--- src/hw/tx_maint_pkg.sv ---
// Constants, register map and field layout for the transmit maintenance signalling block
// Operation
// - Performance report only in T1/J1 mode with extended superframe framing.
// - Count line violations, CRC-6, frame errors, severe frame errors, slips each second.
// - With report enable set, build a report each second, send on data-link bits.
// - Send octets first to fourteenth, each octet from bit 1 to bit 8.
// - Command/response, R, U1, U2, loopback bits come from report control register.
// - Two sequence bits of each status pair come from a modulo-four counter.
// - Other bits of octets five to twelve encode event totals, zero by default.
// - At most one CRC grade bit per second, none for zero: 1, 2-5, 6-10, 11-100, 101-319, above.
// - Severe frame, frame, line violation, slip flags set when any such event occurred.
// - Bit message is repeating 17-bit pattern 111111110XXXXXX00 carrying six-bit code.
// - Bit message only in T1/J1 extended superframe and only when code not all ones.
// - Loopback code can be inserted into framed or unframed T1/J1 stream.
// - Loopback pattern eight bits, length two bits, inserted only while enabled.
// - Framed loopback overwrites all channel bits, framing bit left alone.
// - Unframed loopback overwrites channel bits and framing bit.
// - Final override: all ones on alarm bit, all zeros on disable; zeros win.
// - A change of alignment toggle bit deletes one stream bit; changes made before that deletion add none.
package tx_maint_pkg;

  localparam logic [7:0] LOOP_CTRL_OFS   = 8'h74;
  localparam logic [7:0] LOOP_PAT_OFS    = 8'h75;
  localparam logic [7:0] REPORT_CTRL_OFS = 8'h7F;
  localparam logic [7:0] BIT_MSG_OFS     = 8'h80;
  localparam logic [7:0] OVERRIDE_OFS    = 8'h6C;
  localparam logic [7:0] STATUS_OFS      = 8'h81;

  localparam logic [7:0] LOOP_CTRL_RST   = 8'h00;
  localparam logic [7:0] LOOP_PAT_RST    = 8'h00;
  localparam logic [7:0] REPORT_CTRL_RST = 8'h00;
  localparam logic [7:0] BIT_MSG_RST     = 8'h3F;
  localparam logic [7:0] OVERRIDE_RST    = 8'h00;

  // Loopback control fields
  localparam int LOOP_LEN_LSB   = 0;
  localparam int LOOP_EN_BIT    = 2;
  localparam int LOOP_UNFRM_BIT = 3;
  localparam logic [3:0] LOOP_LEN_BASE = 4'h5;
  // Report control fields
  localparam int REP_EN_BIT = 0;
  localparam int REP_CR_BIT = 1;
  localparam int REP_R_BIT  = 2;
  localparam int REP_U1_BIT = 3;
  localparam int REP_U2_BIT = 4;
  localparam int REP_LB_BIT = 5;
  // Override fields
  localparam int OVR_ONES_BIT   = 0;
  localparam int OVR_ZEROS_BIT  = 1;
  localparam int OVR_TOGGLE_BIT = 2;

  localparam logic [5:0] BIT_MSG_IDLE  = 6'h3F;
  localparam logic [4:0] BIT_MSG_LEN   = 5'h11;
  localparam logic [7:0] FLAG_OCTET    = 8'h7E;
  localparam logic [7:0] TEI_OCTET     = 8'h01;
  localparam logic [7:0] CTRL_OCTET    = 8'h03;
  localparam logic [5:0] SAPI_HI       = 6'h0E;
  localparam logic [6:0] REPORT_BITS   = 7'h70;
  localparam logic [15:0] FCS_POLY     = 16'h8408;
  localparam logic [15:0] FCS_INIT     = 16'hFFFF;

  localparam logic [8:0] GRADE2_MIN = 9'h002;
  localparam logic [8:0] GRADE3_MIN = 9'h006;
  localparam logic [8:0] GRADE4_MIN = 9'h00B;
  localparam logic [8:0] GRADE5_MIN = 9'h065;
  localparam logic [8:0] GRADE6_MIN = 9'h140;

  localparam int CLK_PERIOD_NS = 8;
  localparam int ONE_SEC_NS    = 1000000000;
  localparam int ONE_SEC_CYC   = ONE_SEC_NS / CLK_PERIOD_NS;

  localparam int FIFO_DEPTH = 32;
  localparam int FIFO_WIDTH = 3;

endpackage

--- src/hw/tx_maint_signal.sv ---
// Transmit maintenance signalling: bit FIFO and the per-link maintenance block
`timescale 1ns/1ps

module tx_bit_fifo #(
  parameter int WIDTH = 3,
  parameter int DEPTH = 32
) (
  input  wire logic             clk_sys,
  input  wire logic             sys_rst,
  input  wire logic             inValid,
  output logic                  inReady,
  input  wire logic [WIDTH-1:0] inData,
  output logic                  outValid,
  input  wire logic             outReady,
  output logic      [WIDTH-1:0] outData
);
  localparam int AW = $clog2(DEPTH);
  logic [WIDTH-1:0] mem [DEPTH];
  logic [AW-1:0]    wrPtr_ff;
  logic [AW-1:0]    rdPtr_ff;
  logic [AW:0]      count_ff;
  logic [AW:0]      nxt_count;
  logic             doWr;
  logic             doRd;

  assign doWr     = inValid && inReady;
  assign doRd     = outValid && outReady;
  assign outValid = (count_ff != '0);
  assign outData  = mem[rdPtr_ff];

  always_comb begin
    nxt_count = count_ff;
    if (doWr && !doRd) begin
      nxt_count = count_ff + 1'b1;
    end else if (doRd && !doWr) begin
      nxt_count = count_ff - 1'b1;
    end
  end

  always_ff @(posedge clk_sys) begin
    if (sys_rst) begin
      count_ff <= '0;
      inReady  <= 1'b1;
    end else begin
      count_ff <= nxt_count;
      inReady  <= (nxt_count != (AW+1)'(DEPTH));
    end
  end

  always_ff @(posedge clk_sys) begin
    if (sys_rst) begin
      wrPtr_ff <= '0;
      rdPtr_ff <= '0;
    end else begin
      if (doWr) wrPtr_ff <= wrPtr_ff + 1'b1;
      if (doRd) rdPtr_ff <= rdPtr_ff + 1'b1;
    end
  end

  always_ff @(posedge clk_sys) begin
    if (doWr) mem[wrPtr_ff] <= inData;
  end
endmodule // tx_bit_fifo

module tx_maint_signal
  import tx_maint_pkg::*;
#(
  parameter int ONE_SEC_CYCLES = ONE_SEC_CYC
) (
  input  wire logic       clk_sys,
  input  wire logic       sys_rst,
  input  wire logic [7:0] regAddr,
  input  wire logic [7:0] regWrData,
  input  wire logic       regWrStb,
  input  wire logic       regRdStb,
  output logic      [7:0] regRdData,
  input  wire logic       t1Mode,
  input  wire logic       esfFraming,
  input  wire logic       lineViolEvt,
  input  wire logic       crcErrEvt,
  input  wire logic       frameErrEvt,
  input  wire logic       severeFrameErrEvt,
  input  wire logic       slipEvt,
  input  wire logic       txInValid,
  output logic            txInReady,
  input  wire logic       txInData,
  input  wire logic       txInFbit,
  input  wire logic       txInDlSlot,
  input  wire logic       lineTick,
  output logic            lineData,
  output logic            lineValid
);
  logic [7:0]   loopCtrl_ff;
  logic [7:0]   loopPat_ff;
  logic [7:0]   repCtrl_ff;
  logic [7:0]   bitMsg_ff;
  logic [7:0]   override_ff;
  logic         prevToggle_ff;
  logic         pendingDelete_ff;
  logic [31:0]  secCnt_ff;
  logic         secTick;
  logic [8:0]   crcCnt_ff;
  logic         lvSeen_ff;
  logic         feSeen_ff;
  logic         seSeen_ff;
  logic         slSeen_ff;
  logic [1:0]   seq_ff;
  logic [63:0]  hist_ff;
  logic [111:0] msg_ff;
  logic [6:0]   msgLeft_ff;
  logic [4:0]   bomIdx_ff;
  logic [2:0]   loopIdx_ff;
  logic         reportMode;
  logic         buildNow;
  logic [5:0]   grades;
  logic [15:0]  newPair;
  logic [87:0]  fcsBody;
  logic         fifoValid;
  logic         popReq;
  logic         popLine;
  logic         dropNow;
  logic [2:0]   fifoWord;
  logic         dataBit;
  logic         fBit;
  logic         dlBit;
  logic         bomOn;
  logic         loopOn;
  logic [3:0]   loopLen;
  logic         dlPath;
  logic         procBit;

  // CRC-CCITT frame check over the report body, sent low byte first
  function automatic logic [15:0] fcs16(input logic [87:0] body);
    logic [15:0] crc;
    logic        fb;
    crc = FCS_INIT;
    for (int i = 0; i < 88; i++) begin
      fb  = crc[0] ^ body[i];
      crc = {1'b0, crc[15:1]};
      if (fb) crc = crc ^ FCS_POLY;
    end
    return ~crc;
  endfunction

  // One bit of the repeating bit-oriented message pattern
  function automatic logic bomBit(input logic [5:0] code, input logic [4:0] idx);
    logic b;
    b = 1'b0;
    if (idx < 5'h08) begin
      b = 1'b1;
    end else if ((idx > 5'h08) && (idx < 5'h0F)) begin
      b = code[3'(idx - 5'h09)];
    end
    return b;
  endfunction

  // Register writes
  always_ff @(posedge clk_sys) begin
    if (sys_rst) begin
      loopCtrl_ff <= LOOP_CTRL_RST;
      loopPat_ff  <= LOOP_PAT_RST;
      repCtrl_ff  <= REPORT_CTRL_RST;
      bitMsg_ff   <= BIT_MSG_RST;
      override_ff <= OVERRIDE_RST;
    end else if (regWrStb) begin
      if (regAddr == LOOP_CTRL_OFS) begin
        loopCtrl_ff <= {4'h0, regWrData[3:0]};
      end else if (regAddr == LOOP_PAT_OFS) begin
        loopPat_ff <= regWrData;
      end else if (regAddr == REPORT_CTRL_OFS) begin
        repCtrl_ff <= {2'h0, regWrData[5:0]};
      end else if (regAddr == BIT_MSG_OFS) begin
        bitMsg_ff <= {2'h0, regWrData[5:0]};
      end else if (regAddr == OVERRIDE_OFS) begin
        override_ff <= {5'h00, regWrData[2:0]};
      end
    end
  end

  // Register reads, data in the following cycle; unmapped reads give zero
  always_ff @(posedge clk_sys) begin
    if (sys_rst) begin
      regRdData <= 8'h00;
    end else if (regRdStb) begin
      if (regAddr == LOOP_CTRL_OFS) begin
        regRdData <= loopCtrl_ff;
      end else if (regAddr == LOOP_PAT_OFS) begin
        regRdData <= loopPat_ff;
      end else if (regAddr == REPORT_CTRL_OFS) begin
        regRdData <= repCtrl_ff;
      end else if (regAddr == BIT_MSG_OFS) begin
        regRdData <= bitMsg_ff;
      end else if (regAddr == OVERRIDE_OFS) begin
        regRdData <= override_ff;
      end else if (regAddr == STATUS_OFS) begin
        regRdData <= {4'h0, seq_ff, bomOn, (msgLeft_ff != 7'h00)};
      end else begin
        regRdData <= 8'h00;
      end
    end else begin
      regRdData <= 8'h00;
    end
  end

  // One-second timebase
  assign secTick = (secCnt_ff == 32'(ONE_SEC_CYCLES - 1));
  always_ff @(posedge clk_sys) begin
    if (sys_rst || secTick) begin
      secCnt_ff <= 32'h0000_0000;
    end else begin
      secCnt_ff <= secCnt_ff + 32'h0000_0001;
    end
  end

  // Event counting; an event in the rollover cycle opens the new second
  always_ff @(posedge clk_sys) begin
    if (sys_rst) begin
      crcCnt_ff <= 9'h000;
      lvSeen_ff <= 1'b0;
      feSeen_ff <= 1'b0;
      seSeen_ff <= 1'b0;
      slSeen_ff <= 1'b0;
    end else if (secTick) begin
      crcCnt_ff <= {8'h00, crcErrEvt};
      lvSeen_ff <= lineViolEvt;
      feSeen_ff <= frameErrEvt;
      seSeen_ff <= severeFrameErrEvt;
      slSeen_ff <= slipEvt;
    end else begin
      if (crcErrEvt && (crcCnt_ff != 9'h1FF)) crcCnt_ff <= crcCnt_ff + 9'h001;
      if (lineViolEvt) lvSeen_ff <= 1'b1;
      if (frameErrEvt) feSeen_ff <= 1'b1;
      if (severeFrameErrEvt) seSeen_ff <= 1'b1;
      if (slipEvt) slSeen_ff <= 1'b1;
    end
  end

  // Grade of the CRC count; one bit at most, none when the count is zero
  always_comb begin
    grades = 6'h00;
    if (crcCnt_ff >= GRADE6_MIN) begin
      grades[5] = 1'b1;
    end else if (crcCnt_ff >= GRADE5_MIN) begin
      grades[4] = 1'b1;
    end else if (crcCnt_ff >= GRADE4_MIN) begin
      grades[3] = 1'b1;
    end else if (crcCnt_ff >= GRADE3_MIN) begin
      grades[2] = 1'b1;
    end else if (crcCnt_ff >= GRADE2_MIN) begin
      grades[1] = 1'b1;
    end else if (crcCnt_ff != 9'h000) begin
      grades[0] = 1'b1;
    end
  end

  // Status pair: high byte is the even octet, low byte the odd one
  assign newPair = {feSeen_ff, seSeen_ff, repCtrl_ff[REP_LB_BIT], grades[0],
                    repCtrl_ff[REP_R_BIT], grades[1], seq_ff[1], seq_ff[0],
                    grades[2], lvSeen_ff, grades[3], repCtrl_ff[REP_U1_BIT],
                    repCtrl_ff[REP_U2_BIT], grades[4], slSeen_ff, grades[5]};
  assign reportMode = t1Mode && esfFraming;
  assign buildNow   = secTick && repCtrl_ff[REP_EN_BIT] && reportMode;
  assign fcsBody    = {hist_ff[47:0], newPair, CTRL_OCTET, TEI_OCTET,
                       SAPI_HI, repCtrl_ff[REP_CR_BIT], 1'b0};

  // Report build: newest pair first, history shifts toward octet twelve
  always_ff @(posedge clk_sys) begin
    if (sys_rst) begin
      seq_ff  <= 2'b00;
      hist_ff <= 64'h0;
    end else if (buildNow) begin
      seq_ff  <= seq_ff + 2'b01;
      hist_ff <= {hist_ff[47:0], newPair};
    end
  end

  // Serialiser, least significant bit first; octet one in the low byte
  always_ff @(posedge clk_sys) begin
    if (sys_rst) begin
      msg_ff     <= 112'h0;
      msgLeft_ff <= 7'h00;
    end else if (buildNow) begin
      msg_ff     <= {fcs16(fcsBody),
                     fcsBody, FLAG_OCTET};
      msgLeft_ff <= REPORT_BITS;
    end else if (popLine && dlPath && (msgLeft_ff != 7'h00)) begin
      msg_ff     <= {1'b0, msg_ff[111:1]};
      msgLeft_ff <= msgLeft_ff - 7'h01;
    end
  end

  // Bit message position
  assign bomOn = reportMode && (bitMsg_ff[5:0] != BIT_MSG_IDLE);
  always_ff @(posedge clk_sys) begin
    if (sys_rst || !bomOn) begin
      bomIdx_ff <= 5'h00;
    end else if (popLine && dlPath && (msgLeft_ff == 7'h00)) begin
      bomIdx_ff <= (bomIdx_ff == BIT_MSG_LEN - 5'h01) ? 5'h00 : bomIdx_ff + 5'h01;
    end
  end

  // Alignment toggle; a flip arms one deletion, a flip wins over the drop
  always_ff @(posedge clk_sys) begin
    if (sys_rst) begin
      prevToggle_ff    <= 1'b0;
      pendingDelete_ff <= 1'b0;
    end else begin
      prevToggle_ff <= override_ff[OVR_TOGGLE_BIT];
      if (override_ff[OVR_TOGGLE_BIT] != prevToggle_ff) begin
        pendingDelete_ff <= 1'b1;
      end else if (dropNow) begin
        pendingDelete_ff <= 1'b0;
      end
    end
  end

  tx_bit_fifo #(
    .WIDTH (FIFO_WIDTH),
    .DEPTH (FIFO_DEPTH)
  ) u_fifo (
    .clk_sys  (clk_sys),
    .sys_rst  (sys_rst),
    .inValid  (txInValid),
    .inReady  (txInReady),
    .inData   ({txInDlSlot, txInFbit, txInData}),
    .outValid (fifoValid),
    .outReady (popReq),
    .outData  (fifoWord)
  );

  assign dataBit = fifoWord[0];
  assign fBit    = fifoWord[1];
  assign dlBit   = fifoWord[2];
  assign popLine = lineTick && fifoValid;
  assign dropNow = pendingDelete_ff && fifoValid && !lineTick;
  assign popReq  = popLine || dropNow;
  assign dlPath  = reportMode && fBit && dlBit;
  assign loopOn  = t1Mode && loopCtrl_ff[LOOP_EN_BIT];
  assign loopLen = LOOP_LEN_BASE + {2'b00, loopCtrl_ff[LOOP_LEN_LSB +: 2]};

  // Data-link insertion, then loopback overwrite
  always_comb begin
    procBit = dataBit;
    if (dlPath && (msgLeft_ff != 7'h00)) begin
      procBit = msg_ff[0];
    end else if (dlPath && bomOn) begin
      procBit = bomBit(bitMsg_ff[5:0], bomIdx_ff);
    end
    if (loopOn && (loopCtrl_ff[LOOP_UNFRM_BIT] || !fBit)) begin
      procBit = loopPat_ff[3'(loopLen - 4'h1 - {1'b0, loopIdx_ff})];
    end
  end

  always_ff @(posedge clk_sys) begin
    if (sys_rst || !loopOn) begin
      loopIdx_ff <= 3'h0;
    end else if (popLine && (loopCtrl_ff[LOOP_UNFRM_BIT] || !fBit)) begin
      loopIdx_ff <= ({1'b0, loopIdx_ff} == loopLen - 4'h1) ? 3'h0 : loopIdx_ff + 3'h1;
    end
  end

  // Line output with final overrides
  always_ff @(posedge clk_sys) begin
    if (sys_rst) begin
      lineData  <= 1'b0;
      lineValid <= 1'b0;
    end else begin
      lineValid <= popLine;
      if (popLine) begin
        if (override_ff[OVR_ZEROS_BIT]) begin
          lineData <= 1'b0;
        end else if (override_ff[OVR_ONES_BIT]) begin
          lineData <= 1'b1;
        end else begin
          lineData <= procBit;
        end
      end
    end
  end
endmodule // tx_maint_signal

--- config.mk ---
export PLATFORM = sky130hd
export DESIGN_NAME = tx_maint_signal
export DESIGN_NICKNAME = d
export VERILOG_FILES = /design/src/hw/tx_maint_pkg.sv /design/src/hw/tx_maint_signal.sv
export SDC_FILE = /design/constraint.sdc
export NUM_CORES = 1
export LEC_CHECK = 0
export ABC_CLOCK_PERIOD_IN_PS = 8950
export BUFFER_PORTS_ARGS = -buffer_cell sky130_fd_sc_hd__buf_2
export CAP_MARGIN = 30
export CELL_PAD_IN_SITES_DETAIL_PLACEMENT = 0
export CELL_PAD_IN_SITES_GLOBAL_PLACEMENT = 1
export CORE_AREA = 3 3 190 192
export DETAILED_ROUTE_END_ITERATION = 10
export DIE_AREA = 0 0 193 195
export PLACE_DENSITY = 0.93
export SYNTH_ARGS = -nofsm -noshare
export SYNTH_HDL_FRONTEND = slang
export SYNTH_HIERARCHICAL = 1
export SYNTH_SLANG_ARGS = --single-unit
--- constraint.sdc ---
create_clock -name clk_sys -period 8.95 [get_ports clk_sys]
set_input_delay 0 -clock clk_sys [delete_from_list [all_inputs] [get_ports clk_sys]]
set_output_delay 0 -clock clk_sys [all_outputs]
set_load 0.02 [all_outputs]
==> results of run 1 <==
[through the flow]
step	std cells	total power [mW]	setup slack (ns)
6_report	2382	5.59	4.25
5_1_grt	2382	5.85	4.04
4_1_cts	2382	5.63	4.24
3_5_place_dp	2281	3.95	4.28
3_3_place_gp	2279	3.92	4.35
2_1_floorplan	1884	3.62	4.41
[logic make-up after synthesis]
| group | share of synthesized area (%) |
|---|---|
| muxes | 5.37 |
| xor gates and xnor gates | 17.1 |
| buffers and inverters | 2.79 |
| and+or+nand+nor | 17.3 |
| DFF | 46.1 |
| adders and majority gates | 1.46 |
| AOI/OAI and AO/OA | 9.85 |
[per-layer routing]
metal	wire length, um	vias up	share of wire [%]
met3	2170	65	5.1
met4	1090	0	2.6
met5	0	-	0
met2	20300	379	48
met1	18700	6516	44
li1	-	6507	-
[layout make-up]
class | instances | area [um^2] | area share, %
well taps | 455 | 569 | 2.76
clock buffers | 51 | 1090 | 5.29
repair buffers | 85 | 634 | 3.07
multi-input cells | 1375 | 9520 | 46.1
clock inverters | 20 | 228 | 1.10
flip-flops and latches | 379 | 8550 | 41.4
inverters | 17 | 63.8 | 0.309
[synth_stat cells, types with 13 or more instances]
library cell and count:
a31oi_1 19, mux2i_1 23, a21o_1 45, nand4_1 15, xor2_1 65, xor3_1 13
o21ai_0 34, clkbuf_1 93, nor3_1 14, nor2b_1 13, buf_1 14, inv_1 17
nand2_1 384, a21oi_1 150, ha_1 20, xnor3_1 44, nor2_1 180, xnor2_1 124
and3_1 16, dfxtp_1 283, mux4_2 32, nand3_1 56, edfxtp_1 96
[final timing paths]
| kind | slack [ns] | from | cells after the start | end |
|---|---|---|---|---|
| max reg2reg | 4.25 | crcCnt_ff[6]$_SDFFE_PP0P_ | 11 | msg_ff[106]$_SDFFE_PP0P_ |
| max | 4.25 | crcCnt_ff[6]$_SDFFE_PP0P_ | 11 | msg_ff[106]$_SDFFE_PP0P_ |
| min reg2reg | 0.45 | msg_ff[21]$_SDFFE_PP0P_ | 2 | msg_ff[20]$_SDFFE_PP0P_ |
| min | 0.05 | regAddr[4] | 4 | override_ff[2]$_SDFFE_PP0P_ |
[flip-flops by register name (all words and copies together) (netlist names), 7 cells and up, named ones only]
signal and cells:
crcCnt_ff 9, msgLeft_ff 7, u_fifo/mem 96, regRdData 8
msg_ff 112, loopPat_ff 8, hist_ff 48, secCnt_ff 32
[timing repair]
action | 4_1_cts | 5_1_grt
endpoints found under the setup margin | 0 | 0
setup buffers | 0 | 0
hold buffers | 30 | 0
hold endpoints to repair | 167 | 0
[critical path, stage by stage (launching register included)]
cell,delay [ns]
dfxtp_1,0.38
or4_4,0.59
nor4_4,0.39
xnor2_1,0.30
xnor3_1,0.46
xnor2_1,0.36
xnor3_1,0.50
xor2_2,0.23
xnor3_2,0.51
xnor3_2,0.40
and3_1,0.22
a2111oi_4,0.25
[power groups by stage]
| stage | Combinational [mW] | Clock [mW] | Sequential [mW] |
|---|---|---|---|
| final | 2.13 | 1.65 | 1.81 |
| after detailed placement | 2.11 | 0 | 1.85 |
| after global placement | 2.08 | 0 | 1.85 |
| after CTS | 2.14 | 1.68 | 1.81 |
| after floorplan | 1.78 | 0 | 1.84 |
| after global routing | 2.29 | 1.75 | 1.81 |
==> summary.md, run 1 <==
| Metric | Value |
|---|---|
| #FFs+latches synth | 379 |
| CP Data Arrival Time | around 5 ns |
| Grt peak-use layer | met2 |
| Outcome | finished clean |
| Share of cells above drive strength 1 | about a tenth |
| Vias in the first global route | 13000 |
| Clock Tree Buf Depth | 3 |
| Remaining antenna violation count after routing | 0 |
| Tcrit/Tclk final | 52.5% |
| VDD IR-drop max | 0.000242 V |
| Final hold slack | 0.0536 ns |
| Max-cap violation count | 0 |
| Site Rows | around 70 |
| Port Buf Inserts | 42 |
| Pins Over Slew Limit | 0 |
| Worst Path Max Fanout | 7 |
| RSZ-0062 raised after global routing | no |
| Synth top area share | 30.5% |
| Post-synthesis cell type count | 72 |
| Combinational fraction of design power | between 30% and 40% |
| Clk_skew | 0.0304 ns |
| Most used flip-flop cell after synthesis | dfxtp_1 |
| Drt initial violations | 992 |
| Gate Count Post-Synth | 1884 |
| Vias/cell | 5.65 |
| Cell area after synthesis | 0.0186 mm^2 |
| Layout Nets | 1951 |
| CTS tree | yes |
| First-pass GRT wire length | 68300 um |
| Initial antenna violation count | 0 |
| Setup TNS | 0 ns |
| Asr flop ratio synth | 0% |
| Cts repair resizes | 0 |
| Die H | just under 200 um |
| Final core occ | about three fifths |
| Most frequent cells in the layout | 384 x nand2_1, 283 x dfxtp_1, 178 x nor2_1 |
| Clock share of power | 29.5% |
| Final Instance Area | 0.0207 mm^2 |
| Initial Utilization | 53.7% |
| Pleak | 7.40 nW |
| Total gr overflow | 0 |
| Via count | 13500 |
| Layout area overhead | 11.3% |
| Routing usage on met1 | 31.0% |
| # IOs | 43 |
| GR Layer Usage met3 | 2.84% |
| Antenna diodes | 0 |
| Final HPWL DP | 28400 um |
| Mapped Avg Cell Area | 9.85 um^2 |
| Internal Power | 3.91 mW |
| HP Class | primary input to register |
| Worst skew pair latency | 0.56 ns |
| Post-synthesis sequential area ratio | between 40% and 50% |
| Startpoint types | register |
| DR WL/cell | 17.7 um |
| Max Freq | 213 MHz |
| Pwr/cell area | 271 mW/mm^2 |
| Routed Wire Length | 42200 um |
| GRT Resource Usage Total | approximately 22% |
| Switching power | approximately 1.7 mW |
| Drt first pass iters | 5 |
| Placed Area | 0.0190 mm^2 |
| RD Place Congestion | between 0.9 and 1 |
| Die extent in x | 193 um |
| Setup violations, final | 0 |
| Slew HR | 37.2% |
| EDFF count, synth | 96 |
| Worst setup path class | register to register |
| YS warnings | 6 |
| Switching Share | 30.2% |
| Critical Path Sink Type | register |
| Core area | ~0.035 mm^2 |
| Fillers | 2858 |
| TritonCTS Buffers | 40 |
| Part of the power in registers | 32.4% |
| Synth area leaders | dfxtp_1 31%, edfxtp_1 16%, nand2_1 7.8% |
| CP Data Required Time | approximately 9.4 ns |
| Clock slew at reported path FFs | 0.06 ns |
| H-tree depth | 2 |
| Slew @ Worst Pin | 0.943 ns |
| Synth area leader | dfxtp_1 |
| DRC | 0 |
| Syn Nets | between 1500 and 2000 |
| Final hold violations | 0 |
| Pin count of the biggest net entering global routing | 89 |
| Fin crit period | 4.70 ns |
| Met2 usage | 37.2% |
| Commonest non-fill, non-tap cell in the layout | nand2_1 |
| Root buffer cell | clkbuf_16 |
| DIE AREA | about 0.038 mm^2 |
| Number of clock sinks | 379 |
Note: power is estimated with default switching activity, not from simulation.
==> inputs of run 2 (changes only) <==
Settings changed: ABC_CLOCK_PERIOD_IN_PS 8950 to 4700, CORE_AREA 3 3 190 192 to 3 3 197 199, DIE_AREA 0 0 193 195 to 0 0 200 202, PLACE_DENSITY 0.93 to 0.88.
Clock period 8.95 ns to 4.7 ns, I/O delays scaled along.
==> run 2 against run 1 <==
Compared with the run above: sequential share of layout area down 0.65 points; worst setup slack got worse by 4.1 ns; combinational power up 93%; highest routed layer unchanged.
==> summary.md, run 2 (synthesized netlist as in run 1, its figures left out) <==
| Metric | Value |
|---|---|
| Share of cells above drive strength 1 | 10.6% (+1.0 points) |
| RD Place Congestion | 0.883 (-3.6%) |
| Max-cap violation count | 0 (unchanged) |
| Root buffer cell | clkbuf_16 |
| Largest regs | msg_ff x112, u_fifo/mem x96, hist_ff x48 |
| Final hold violations | 0 (unchanged) |
| Die extent in x | 200 um (+3.6%) |
| Drt initial violations | 933 (-5.9%) |
| HP Class | primary input to register |
| Via count | 13300 (-1.1%) |
| DR WL/cell | 17.2 um (-2.8%) |
| Most frequent cells in the layout | 384 x nand2_1, 282 x dfxtp_1, 178 x nor2_1 |
| Final hold slack | 0.209 ns (+0.156 ns) |
| Routed Wire Length | 42500 um (+0.62%) |
| Hold path cells | 5 (+1) |
| Core area | 0.0374 mm^2 (+8.3%) |
| Setup violations, final | 0 (unchanged) |
| Remaining antenna violation count after routing | 0 (unchanged) |
| Layout area overhead | 13.1% |
| Worst setup path class | register to register |
| Part of the power in registers | 32.1% (-0.3 points) |
| Number of clock sinks | 379 (unchanged) |
| Startpoint types | register |
| Commonest non-fill, non-tap cell in the layout | nand2_1 |
| RSZ-0062 raised after global routing | no |
| Outcome | finished clean |
| Switching Share | 30.1% (-0.091 points) |
| TritonCTS Buffers | 41 (+2.5%) |
| Setup TNS | 0 ns (unchanged) |
| # IOs | 43 (unchanged) |
| Biggest register | msg_ff |
| H-tree depth | 2 (unchanged) |
| Switching power | 3.22 mW (+91%) |
| Max reg flops | 112 (unchanged) |
| Initial Utilization | 49.6% (-4.1 points) |
| CP Data Arrival Time | 4.96 ns (-0.19 ns) |
| Pins Over Slew Limit | 0 (unchanged) |
| Clock slew at reported path FFs | 0.06 ns (about the same) |
| Critical Path Sink Type | register |
| Site Rows | 71 (+4.4%) |
| CP Data Required Time | 5.11 ns (-4.29 ns) |
| Pin count of the biggest net entering global routing | 140 (+57%) |
| Total power | 10.7 mW (+92%) |
| Internal Power | 7.49 mW (+92%) |
| Combinational fraction of design power | 38.4% (+0.2 points) |
| Slew HR | 31.2% (-5.9 points) |
| Pleak | 7.55 nW (+2.0%) |
| Die H | 202 um (+3.6%) |
| Antenna diodes | 0 (unchanged) |
| Worst Path Max Fanout | 8 (+1) |
| Initial antenna violation count | 0 (unchanged) |
| Pwr/cell area | 510 mW/mm^2 (+89%) |
| DIE AREA | 0.0404 mm^2 (+7.3%) |
| Tcrit/Tclk final | 96.7% (+44 points) |
| Port Buf Inserts | 42 (unchanged) |
| R2R depth | 13 (+2) |
| Drt first pass iters | 4 (-1) |
| Fin crit period | 4.54 ns (-0.154 ns) |
| Clock Tree Buf Depth | 3 (unchanged) |
| GRT Resource Usage Total | 21.1% (-1.4 points) |
| Clock share of power | 29.5% (about the same) |
| Layout Nets | 1981 (+1.5%) |
| Final HPWL DP | 28800 um (+1.5%) |
| Total gr overflow | 0 (unchanged) |
| Clk_skew | 0.0203 ns (-0.0100 ns) |
| Vias/cell | 5.40 (-4.4%) |
| VDD IR-drop max | 0.000514 V (+110%) |
| Worst skew pair latency | 0.58 ns (+0.02 ns) |
| First-pass GRT wire length | 68700 um (+0.56%) |
| CTS tree | yes |
| Slew @ Worst Pin | 1.02 ns (+0.0808 ns) |
| Vias in the first global route | 13100 (+0.81%) |
| Max Freq | 220 MHz (+3.4%) |
| DRC | 0 (unchanged) |
run 2: cell count changes in the layout (fill, tap and decap cells not counted), moves of 2 or more:
cell and delta:
buf_12 +2, clkinv_1 -4, buf_4 +19, dlygate4sd3_1 +9
clkbuf_16 +2
run 2: cell type report:
| class | instances | area, um^2 |
|---|---|---|
| fillers | 3261 | 16400 |
| clock buffers | 54 | 1150 |
| well taps | 511 | 639 |
| inverters | 17 | 63.8 |
| flip-flops and latches | 379 | 8550 |
| multi-input cells | 1375 | 9520 |
| repair buffers | 114 | 880 |
| clock inverters | 15 | 180 |
run 2: through the flow:
step / area [um^2] / setup slack, ns / instances / utilization [%]
CTS: 21000 / 0.192 / 2465 / 56.1
detailed placement: 19300 / 0.200 / 2357 / 51.5
floorplan: 18600 / 0.160 / 1884 / -
global route: 21000 / 0.00511 / 2465 / 56.1
finish: 21000 / 0.157 / 2465 / 56.1
global placement: 19300 / 0.271 / 2357 / 51.5
run 2: repair_timing:
action | CTS | global route
gates resized for setup | 0 | 2
setup endpoints to repair | 0 | 3
hold endpoints to repair | 184 | 0
hold buffers | 39 | 0
setup buffers | 0 | 0
run 2: final timing paths:
path                                  start                     endpoint  slack [ns]
setup / recovery  crcCnt_ff[1]$_SDFFE_PP0P_     msg_ff[104]$_SDFFE_PP0P_        0.16
hold / removal                   regAddr[5]  override_ff[0]$_SDFFE_PP0P_        0.21
setup reg to reg  crcCnt_ff[1]$_SDFFE_PP0P_     msg_ff[104]$_SDFFE_PP0P_        0.16
hold reg to reg     msg_ff[18]$_SDFFE_PP0P_      msg_ff[17]$_SDFFE_PP0P_        0.45
run 2: per-layer routing:
layer | vias to the layer above | share of wire, % | GRT usage, % | routed length (um)
met1 | 6436 | 45 | 28.9 | 19300
met4 | 0 | 2.3 | 5.73 | 958
met3 | 65 | 4.3 | 3.43 | 1840
met5 | - | 0 | 0 | 0
met2 | 275 | 48 | 34.8 | 20400
li1 | 6547 | - | - | -
run 2: critical path, cell delays in order (launching register included):
cell      delay [ns]
dfxtp_1         0.31
buf_4           0.16
ha_1            0.23
a211o_1         0.31
a211oi_1        0.49
nor2_1          0.16
xnor2_1         0.30
xnor3_1         0.38
xor3_1          0.51
xor3_1          0.47
xnor2_1         0.25
xnor3_1         0.38
xnor3_1         0.38
a21oi_1         0.06
run 2: power groups by stage:
stage	Combinational, mW	Sequential [mW]	Clock (mW)
after global routing	4.39	3.44	3.36
after floorplan	3.39	3.50	0
after detailed placement	4.02	3.51	0
after CTS	4.09	3.44	3.23
final	4.11	3.44	3.16
after global placement	3.98	3.50	0
